==> src/include/fbd_defs.vh <==
/*
 Constants for the filament bridge and auxiliary output block:
 command addresses, field layouts, reset values, mode codes, timing.
 Assumes the block clock is the base oscillator (nominal 4 MHz).
*/
`ifndef FBD_DEFS_VH
`define FBD_DEFS_VH

// Command addresses (bit 7 of an incoming command marks a read)
`define FBD_ADDR_PUMP     7'h08
`define FBD_ADDR_ON_COUNT 7'h09
`define FBD_ADDR_LEG_A    7'h0A
`define FBD_ADDR_LEG_B    7'h0B
`define FBD_ADDR_AUX0     7'h0C
`define FBD_ADDR_AUX1     7'h0D
`define FBD_RD_BIT        7

// Field positions
`define FBD_LEG_SEL_MSB   1
`define FBD_AUX_SEL_MSB   2
`define FBD_PUMP_SEL_MSB  1

// Reset values
`define FBD_ON_COUNT_RST  8'h01
`define FBD_LEG_RST       2'h0
`define FBD_AUX0_RST      3'h0
`define FBD_AUX1_RST      3'h1
`define FBD_PUMP_RST      2'h0

// Bridge leg modes
`define FBD_LEG_LOW       2'h0
`define FBD_LEG_HIGH      2'h1
`define FBD_LEG_BLINK     2'h2
`define FBD_LEG_FIL       2'h3

// Auxiliary port modes
`define FBD_AUX_LOW       3'h0
`define FBD_AUX_HIGH      3'h1
`define FBD_AUX_BLINK     3'h2
`define FBD_AUX_DOUT      3'h3
`define FBD_AUX_T625      3'h4
`define FBD_AUX_T1250     3'h5
`define FBD_AUX_T2500     3'h6
`define FBD_AUX_RUN       3'h7

// Pump modes
`define FBD_PUMP_LOW      2'h0
`define FBD_PUMP_HIGH     2'h1
`define FBD_PUMP_SQUARE   2'h2
`define FBD_PUMP_DOUT     2'h3

// Timing, in oscillator cycles unless named otherwise
`define FBD_OSC_HZ        4000000
`define FBD_PERIOD_CYC    400
`define FBD_IDLE_BASE     9'h0C7
`define FBD_ON_MIN        8'h01
`define FBD_ON_MAX        8'hC7
`define FBD_COMM_NS       500
`define FBD_COMM_CYC      ((`FBD_COMM_NS * (`FBD_OSC_HZ / 1000000) + 999) / 1000)
`define FBD_TONE_HI_HZ    2500
`define FBD_TONE_HALF     (`FBD_OSC_HZ / (2 * `FBD_TONE_HI_HZ))
`define FBD_PUMP_DIV      50
`define FBD_PUMP_HALF     (`FBD_PUMP_DIV / 2)

`endif

==> src/core/fbd_top.v <==
/*
 Filament full-bridge generator with bridge leg, auxiliary port and
 pump output selectors, plus the digit multiplex period timer.
 Assumes: clock is the base oscillator; commands arrive already
 decoded from the serial interface on the same clock; shutdown,
 blink phase and serial data out come from logic on the same clock.
*/
`timescale 1ns/10ps
`include "fbd_defs.vh"

module fbd_top #(
	parameter PERIOD_CYC = `FBD_PERIOD_CYC, // Cycles per filament period
	parameter COMM_CYC   = `FBD_COMM_CYC,   // Commutation gap length
	parameter TONE_HALF  = `FBD_TONE_HALF,  // Half period of top tone
	parameter PUMP_HALF  = `FBD_PUMP_HALF,  // Half period of pump wave
	parameter GRID_W     = 6                // Width of grid index
) (
	input  wire              clock,            // Base oscillator
	input  wire              reset,            // Async, active high
	input  wire              cmd_valid,        // Command strobe
	input  wire [7:0]        cmd_addr,         // Bit 7 set means read
	input  wire [7:0]        cmd_data,         // Write data
	input  wire              shutdown,         // Device is shut down
	input  wire              blink_phase,      // 0 first, 1 second phase
	input  wire              serial_dout,      // Serial data out level
	input  wire [GRID_W-1:0] grid_count,       // Grids minus one
	output reg               bridge_leg_a_out, // Bridge leg A
	output reg               bridge_leg_b_out, // Bridge leg B
	output reg               aux_out_zero,     // Auxiliary port 0
	output reg               aux_out_one,      // Auxiliary port 1
	output reg               pump_out,         // Charge pump output
	output reg  [7:0]        rd_data,          // Read answer
	output reg               rd_valid,         // Read answer strobe
	output reg  [GRID_W-1:0] scan_grid,        // Grid being lit
	output reg               digit_strobe      // Start of digit period
);

	// Sized copies of timing parameters for the 9-bit period, 12-bit tone and 6-bit pump counters
	localparam [8:0] PERIOD_LAST = PERIOD_CYC[8:0] - 9'h001;
	localparam [8:0] COMM_LEN    = COMM_CYC[8:0];
	localparam [11:0] TONE_LAST  = TONE_HALF[11:0] - 12'h001;
	localparam [5:0] PUMP_LAST   = PUMP_HALF[5:0] - 6'h01;

	// Stored command registers
	reg  [7:0] filament_on_count;   // Raw on-count as written
	reg  [1:0] leg_a_output_select; // Leg A mode
	reg  [1:0] leg_b_output_select; // Leg B mode
	reg  [2:0] aux0_select;         // Aux port 0 mode
	reg  [2:0] aux1_select;         // Aux port 1 mode
	reg  [1:0] pump_select;         // Pump mode

	// Timing state
	reg  [8:0] period_cnt;          // Position within filament period
	reg  [7:0] on_live;             // On-count in force this period
	reg  [11:0] tone_cnt;           // Divider to top tone half period
	reg  [2:0] tone_bits;           // Tone waves 2500, 1250, 625 Hz
	reg  [5:0] pump_cnt;            // Pump half period divider
	reg        pump_wave;           // Pump square wave
	reg  [7:0] on_clamped;          // On-count for the next period

	// Command decode
	wire       is_read  = cmd_addr[`FBD_RD_BIT];
	wire [6:0] reg_addr = cmd_addr[6:0];
	wire       wr_en    = cmd_valid & ~is_read;
	wire       rd_en    = cmd_valid & is_read;

	// Filament segment boundaries
	wire [8:0] on9      = {1'b0, on_live};
	wire [8:0] idle_len = `FBD_IDLE_BASE - on9;
	wire [8:0] b_end    = idle_len + on9;
	wire [8:0] gap_end  = b_end + COMM_LEN;
	wire [8:0] a_end    = gap_end + on9;
	wire       period_end = (period_cnt == PERIOD_LAST);

	// Raw filament waveforms before mode selection; both low elsewhere
	wire       fil_b = (period_cnt >= idle_len) && (period_cnt < b_end);
	wire       fil_a = (period_cnt >= gap_end) && (period_cnt < a_end);

	// Next output values
	reg        next_leg_a;
	reg        next_leg_b;
	reg        next_aux0;
	reg        next_aux1;
	reg        next_pump;
	reg  [7:0] next_rd_data;

	// Register writes; selector upper bits dropped, other blocks' addresses ignored
	always @(posedge clock or posedge reset) begin
		if (reset) begin
			filament_on_count   <= `FBD_ON_COUNT_RST;
			leg_a_output_select <= `FBD_LEG_RST;
			leg_b_output_select <= `FBD_LEG_RST;
			aux0_select         <= `FBD_AUX0_RST;
			aux1_select         <= `FBD_AUX1_RST;
			pump_select         <= `FBD_PUMP_RST;
		end else if (wr_en) begin
			if (reg_addr == `FBD_ADDR_ON_COUNT) begin
				filament_on_count <= cmd_data;
			end else if (reg_addr == `FBD_ADDR_LEG_A) begin
				leg_a_output_select <= cmd_data[`FBD_LEG_SEL_MSB:0];
			end else if (reg_addr == `FBD_ADDR_LEG_B) begin
				leg_b_output_select <= cmd_data[`FBD_LEG_SEL_MSB:0];
			end else if (reg_addr == `FBD_ADDR_AUX0) begin
				aux0_select <= cmd_data[`FBD_AUX_SEL_MSB:0];
			end else if (reg_addr == `FBD_ADDR_AUX1) begin
				aux1_select <= cmd_data[`FBD_AUX_SEL_MSB:0];
			end else if (reg_addr == `FBD_ADDR_PUMP) begin
				pump_select <= cmd_data[`FBD_PUMP_SEL_MSB:0];
			end
		end
	end

	// Read mux; unmapped addresses answer zero
	always @* begin
		next_rd_data = 8'h00;
		if (reg_addr == `FBD_ADDR_ON_COUNT) begin
			next_rd_data = filament_on_count;
		end else if (reg_addr == `FBD_ADDR_LEG_A) begin
			next_rd_data = {6'h00, leg_a_output_select};
		end else if (reg_addr == `FBD_ADDR_LEG_B) begin
			next_rd_data = {6'h00, leg_b_output_select};
		end else if (reg_addr == `FBD_ADDR_AUX0) begin
			next_rd_data = {5'h00, aux0_select};
		end else if (reg_addr == `FBD_ADDR_AUX1) begin
			next_rd_data = {5'h00, aux1_select};
		end else if (reg_addr == `FBD_ADDR_PUMP) begin
			next_rd_data = {6'h00, pump_select};
		end
	end

	// Read answer, one cycle after the command
	always @(posedge clock or posedge reset) begin
		if (reset) begin
			rd_data  <= 8'h00;
			rd_valid <= 1'b0;
		end else begin
			rd_valid <= rd_en;
			if (rd_en) begin
				rd_data <= next_rd_data;
			end
		end
	end

	// Out-of-range on-counts would break the 400-cycle period
	always @* begin
		on_clamped = filament_on_count;
		if (filament_on_count < `FBD_ON_MIN) begin
			on_clamped = `FBD_ON_MIN;
		end else if (filament_on_count > `FBD_ON_MAX) begin
			on_clamped = `FBD_ON_MAX;
		end
	end

	// Period counter for filament and digit multiplex; the on-count is taken
	// only at a period boundary, so a write never gives a short half cycle
	always @(posedge clock or posedge reset) begin
		if (reset) begin
			period_cnt <= 9'h000;
			on_live    <= `FBD_ON_COUNT_RST;
		end else if (period_end) begin
			period_cnt <= 9'h000;
			on_live    <= on_clamped;
		end else begin
			period_cnt <= period_cnt + 9'h001;
		end
	end

	// Digit multiplex: one grid per period, wrap after grid_count
	always @(posedge clock or posedge reset) begin
		if (reset) begin
			scan_grid    <= {GRID_W{1'b0}};
			digit_strobe <= 1'b0;
		end else begin
			digit_strobe <= period_end;
			if (period_end) begin
				if (scan_grid >= grid_count) begin
					scan_grid <= {GRID_W{1'b0}};
				end else begin
					scan_grid <= scan_grid + 1'b1;
				end
			end
		end
	end

	// Tone divider; one base counter feeds all three tones so they
	// stay phase locked to each other for bridge sounder drive
	always @(posedge clock or posedge reset) begin
		if (reset) begin
			tone_cnt  <= 12'h000;
			tone_bits <= 3'h0;
		end else if (tone_cnt == TONE_LAST) begin
			tone_cnt  <= 12'h000;
			tone_bits <= tone_bits + 3'h1;
		end else begin
			tone_cnt <= tone_cnt + 12'h001;
		end
	end

	// Pump square wave divider
	always @(posedge clock or posedge reset) begin
		if (reset) begin
			pump_cnt  <= 6'h00;
			pump_wave <= 1'b0;
		end else if (pump_cnt == PUMP_LAST) begin
			pump_cnt  <= 6'h00;
			pump_wave <= ~pump_wave;
		end else begin
			pump_cnt <= pump_cnt + 6'h01;
		end
	end

	// Leg A mode selection; filament drive uses the second half only
	always @* begin
		case (leg_a_output_select)
			`FBD_LEG_LOW: begin
				next_leg_a = 1'b0;
			end
			`FBD_LEG_HIGH: begin
				next_leg_a = 1'b1;
			end
			`FBD_LEG_BLINK: begin
				next_leg_a = blink_phase;
			end
			default: begin
				next_leg_a = fil_a & ~shutdown;
			end
		endcase
	end

	// Leg B mode selection; filament drive uses the first half only
	always @* begin
		case (leg_b_output_select)
			`FBD_LEG_LOW: begin
				next_leg_b = 1'b0;
			end
			`FBD_LEG_HIGH: begin
				next_leg_b = 1'b1;
			end
			`FBD_LEG_BLINK: begin
				next_leg_b = blink_phase;
			end
			default: begin
				next_leg_b = fil_b & ~shutdown;
			end
		endcase
	end

	// Aux port 0 selection; tones are silenced in shutdown
	always @* begin
		case (aux0_select)
			`FBD_AUX_LOW: begin
				next_aux0 = 1'b0;
			end
			`FBD_AUX_HIGH: begin
				next_aux0 = 1'b1;
			end
			`FBD_AUX_BLINK: begin
				next_aux0 = blink_phase;
			end
			`FBD_AUX_DOUT: begin
				next_aux0 = serial_dout;
			end
			`FBD_AUX_T625: begin
				next_aux0 = tone_bits[2] & ~shutdown;
			end
			`FBD_AUX_T1250: begin
				next_aux0 = tone_bits[1] & ~shutdown;
			end
			`FBD_AUX_T2500: begin
				next_aux0 = tone_bits[0] & ~shutdown;
			end
			default: begin
				next_aux0 = ~shutdown;
			end
		endcase
	end

	// Aux port 1: first four as port 0, last four inverted
	always @* begin
		case (aux1_select)
			`FBD_AUX_LOW: begin
				next_aux1 = 1'b0;
			end
			`FBD_AUX_HIGH: begin
				next_aux1 = 1'b1;
			end
			`FBD_AUX_BLINK: begin
				next_aux1 = blink_phase;
			end
			`FBD_AUX_DOUT: begin
				next_aux1 = serial_dout;
			end
			`FBD_AUX_T625: begin
				next_aux1 = ~(tone_bits[2] & ~shutdown);
			end
			`FBD_AUX_T1250: begin
				next_aux1 = ~(tone_bits[1] & ~shutdown);
			end
			`FBD_AUX_T2500: begin
				next_aux1 = ~(tone_bits[0] & ~shutdown);
			end
			default: begin
				next_aux1 = shutdown;
			end
		endcase
	end

	// Pump selection
	always @* begin
		case (pump_select)
			`FBD_PUMP_LOW: begin
				next_pump = 1'b0;
			end
			`FBD_PUMP_HIGH: begin
				next_pump = 1'b1;
			end
			`FBD_PUMP_SQUARE: begin
				next_pump = pump_wave & ~shutdown;
			end
			default: begin
				next_pump = serial_dout;
			end
		endcase
	end

	// Pins come from flip-flops; the equal one-cycle lag on both legs keeps
	// the idle and gap lengths, so the gap still prevents shoot-through
	always @(posedge clock or posedge reset) begin
		if (reset) begin
			bridge_leg_a_out <= 1'b0;
			bridge_leg_b_out <= 1'b0;
			aux_out_zero     <= 1'b0;
			aux_out_one      <= 1'b1;
			pump_out         <= 1'b0;
		end else begin
			bridge_leg_a_out <= next_leg_a;
			bridge_leg_b_out <= next_leg_b;
			aux_out_zero     <= next_aux0;
			aux_out_one      <= next_aux1;
			pump_out         <= next_pump;
		end
	end

endmodule // fbd_top

==> config.mk <==
export PLATFORM = sky130hd
export DESIGN_NAME = fbd_top
export DESIGN_NICKNAME = d
export VERILOG_FILES = /design/src/core/fbd_top.v
export VERILOG_INCLUDE_DIRS = /design/src /design/src/include
export SDC_FILE = /design/constraint.sdc
export NUM_CORES = 1
export LEC_CHECK = 0
export ABC_AREA = 1
export BUFFER_PORTS_ARGS = -buffer_cell sky130_fd_sc_hd__buf_2
export CORE_AREA = 8 8 122 96
export CTS_CLUSTER_SIZE = 28
export DETAILED_ROUTE_END_ITERATION = 8
export DIE_AREA = 0 0 130 104
export PLACE_DENSITY = 0.76
export SLEW_MARGIN = 20
export SYNTH_ARGS = -nofsm -noshare
export SYNTH_HDL_FRONTEND = slang
export SYNTH_SLANG_ARGS = --single-unit
==> constraint.sdc <==
create_clock -name clock -period 4.1 [get_ports clock]
set_input_delay 0.615 -clock clock [delete_from_list [all_inputs] [get_ports clock]]
set_output_delay 0.615 -clock clock [all_outputs]
set_load 0.02 [all_outputs]
==> metrics.log <==
INFO  metric gr-total-overflow = 0
INFO  metric timing.setup.tns = 0 ns
INFO  metric start_util = between 50 and 60%
INFO  metric floorplan.io_pins = 49
INFO  metric drive_above_1_share = a little under an eighth
INFO  metric worst-path-buf-inv = 4
INFO  metric setup_viol = 0
INFO  metric route.antenna.remaining_nets = 0
INFO  metric clock_slew_seen_by_the_registers_of_the_worst_setup_and_hold_paths = approximately 0.060 ns
INFO  metric critPathCaptureType = flip-flop
INFO  metric detail_route.drc_violations = 0
INFO  metric total_count_of_max_transition_violations_in_the_final_report = 0
INFO  metric internal-power = between 1 and 1.5 mW
INFO  metric regToRegSetupSlack = between 0.3 and 0.4 ns
INFO  metric critical_path.top_delay_family = simple AND/OR/NAND/NOR gates
INFO  metric worst-endpoint-arrival = around 4 ns
INFO  metric critical_path.max_fanout = 7
INFO  metric netlist_top_cells_area = dfrtp_1, nand2_1, ha_1
INFO  metric skew = about 0.0068 ns
INFO  metric timing.slew.headroom = a little under two fifths
INFO  metric post_route_minimum_period = between 3 and 4 ns
INFO  metric synth.cell_area = ~5000 sq um
INFO  metric final_cell_count_no_fill = 864
INFO  metric critical_path.startpoint_type = flip-flop
INFO  metric routed_wl_per_cell = between 10 and 15 um
INFO  metric net-switching-power = 0.403 mW
INFO  metric post-synth-top-area-fraction = 37.4%
INFO  metric synthDominantAreaCellType = dfrtp_1
INFO  metric ys_seq_elements = 80
INFO  metric place.gp.congestion = approximately 0.9
INFO  metric worst_min_delay_path_category = in2async
INFO  metric synthesis.instances = about 670
INFO  metric synth.top_cells.by_count = nand2_1, inv_1, dfrtp_1
INFO  metric share_seq_of_total_power = between 40% and 50%
INFO  metric num-nets-final = roughly 800
INFO  metric postSynth.topFlopCell = dfrtp_1
INFO  metric swShare = 22.6%
INFO  metric clock_tree.htree_level_count = 3
INFO  metric flow.area_growth_from_synthesis = 14.3%
INFO  metric timing_worst_setup_path_type = reg2reg
INFO  metric clock.fmax = approximately 270 MHz
INFO  metric proportion_of_synthesized_flip_flops_having_asynchronous_set_or_reset = 100%
INFO  metric place.detailed.instances = around 850
INFO  metric ys_warn_count = 0
INFO  metric synth_nets = between 700 and 800
INFO  metric worst_path_max_delay_cell = dfrtp_2
INFO  metric design.die.area = 13500 sq um
INFO  metric first_pass_grt_wire_length = roughly 20000 um
INFO  metric cts_max_path_buffers = 2
INFO  metric post_drt_via_cell_ratio = 5.27
INFO  metric insertion_delay = ~0.34 ns
INFO  metric cpPeakStageDelay = roughly 0.45 ns
INFO  metric outcome = complete, no violations
INFO  metric route.vias.total = approximately 4600
INFO  metric clock_power_share = roughly half
INFO  metric timing.final.crit_share = roughly nine tenths
INFO  metric comb_power_share = between 5 and 6%
INFO  metric die_w = about 130 um
INFO  metric grt_max_degree = 56
INFO  metric n_antenna_cell = 0
INFO  metric worst_pin_slew = slightly above 0.9 ns
INFO  metric unrepaired_setup_endpoints_after_global_routing = no
INFO  metric placeableCoreArea = 9890 sq um
INFO  metric post_synth.cell_area_avg = ~7.6 sq um
INFO  metric first_global_vias = roughly 4500
INFO  metric portBuffers = 48
INFO  metric worst-endpoint-required = about 4.4 ns
INFO  metric dieHeight = roughly 100 um
INFO  metric most_common_cell_on_crit_path = nand2_1
INFO  metric power_density_of_the_placed_cells = between 300 and 400 nW/um^2
INFO  metric ff2ff_path_depth = 25
INFO  metric std_cell_rows = 32
INFO  metric finalHoldViolCount = 0
INFO  metric cts_inserted_buffers = 9
INFO  metric ys_seq_area_share = between 30 and 40%
INFO  metric timing.rr.start = on_live[3]
INFO  metric first_pass_iters = 7
INFO  metric drt_first_iter_violations = between 200 and 300
INFO  metric grt_util_all_layers = around 18%
INFO  metric power.ir.vdd_worst = around 0.25 mV
INFO  metric r2r-end = bridge_leg_a_out
INFO  metric cap_viol_max_count = 0
INFO  metric synth.lib_cells_used.distinct = 40
INFO  metric clkSinkCount = 80
INFO  metric cts_tree = built
INFO  metric fillers = ~900
INFO  metric count_of_flip_flops_with_a_built_in_enable_after_synthesis = 0
INFO  metric hpwlAfterDp = 8870 um
INFO  metric grt_antenna_before_repair = 0
INFO  metric synth.most_common_cell = nand2_1
INFO  metric power.static_leakage = about 3.2 nW
INFO  metric cts_root_buf = clkbuf_16
INFO  metric detail_route.wirelength = 11800 um
routing by layer:
layer	wire (um)	part of all wire, %	GRT usage (%)	vias to the layer above
met3	618	5.3	3.79	25
li1	-	-	-	2271
met5	0	0	0	-
met1	5250	45	23.4	2124
met4	210	1.8	6.53	0
met2	5680	48	29.8	134
worst reg2reg max path, delay by kind of cell, from the launching register on:
kind	cells	cell delay (ns)
AND/OR/NAND/NOR	15	1.38
buffers and inverters	4	0.36
adder cells (fa/ha/maj)	4	1.12
AO/OA/AOI/OAI	1	0.18
XOR/XNOR	1	0.20
flip-flops	1	0.45
power groups by stage:
stage,Sequential (mW),Combinational [mW],Clock (mW)
final,0.820,0.102,0.857
after detailed placement,0.834,0.103,0
after global placement,0.833,0.0986,0
after floorplan,0.840,0.0528,0
after CTS,0.820,0.103,0.875
after global routing,0.822,0.116,0.909
state kept, by name (all words and copies together) (netlist names), 3 cells and up:
register,count
aux0_select,3
tone_bits,3
on_live,8
rd_data,8
aux1_select,3
scan_grid,6
tone_cnt,12
pump_cnt,6
period_cnt,9
filament_on_count,8
area by class of cell:
class	count	area [sq um]	area share, %
multi-input cells	468	2630	45.2
flip-flops and latches	80	2010	34.6
inverters	114	429	7.39
repair buffers	50	255	4.39
clock buffers	10	229	3.94
well taps	136	170	2.93
clock inverters	6	91.3	1.57
worst max-delay path by stage:
stage,endpoint,depth (start not counted),startpoint
global placement,bridge_leg_a_out,26,on_live[3]
floorplan,bridge_leg_a_out,27,on_live[3]
CTS,bridge_leg_a_out,26,on_live[3]
finish,bridge_leg_a_out,25,on_live[3]
detailed placement,bridge_leg_a_out,26,on_live[3]
global route,bridge_leg_a_out,26,on_live[3]
cells in the final DEF (no fill, tap or decap), types with 6 or more instances in the layout:
| master | count |
|---|---|
| nor3_1 | 6 |
| a21oi_1 | 31 |
| clkbuf_16 | 9 |
| dfrtp_1 | 75 |
| o31ai_1 | 6 |
| inv_1 | 110 |
| nand2_1 | 160 |
| xor2_1 | 14 |
| nand3_1 | 39 |
| nor2_1 | 68 |
| xnor2_1 | 7 |
| nand4_1 | 14 |
| buf_2 | 48 |
| ha_1 | 45 |
| o21ai_0 | 42 |
per-stage QoR:
| step | setup WS (ns) | power [mW] | area [sq um] | hold WS, ns | util [%] |
|---|---|---|---|---|---|
| CTS | 0.232 | 1.80 | 5800 | 0.463 | 58.6 |
| detailed placement | 0.286 | 0.936 | 5480 | 0.456 | 55.4 |
| floorplan | 0.759 | 0.893 | 5080 | 0.432 | - |
| global placement | 0.458 | 0.932 | 5480 | 0.451 | 55.4 |
| global route | 0.0135 | 1.85 | 5810 | 0.479 | 58.7 |
| finish | 0.362 | 1.78 | 5810 | 0.458 | 58.7 |
what timing repair did:
action,in CTS,in global routing
hold buffers,0,0
setup buffers,0,1
resized for setup,0,3
endpoints found under the setup margin,0,1
cell families (layout without fill, tap and decap cells):
family | Yosys count | after routing | share of synthesized area, %
flops | 80 | 80 | 39.5
compound gates | 98 | 98 | 10.7
buf+inv | 118 | 180 | 8.96
xor+xnor | 21 | 21 | 3.62
fa+ha+maj | 45 | 45 | 11.1
simple gates | 304 | 304 | 26.1
(Power assumes the default switching activity.)
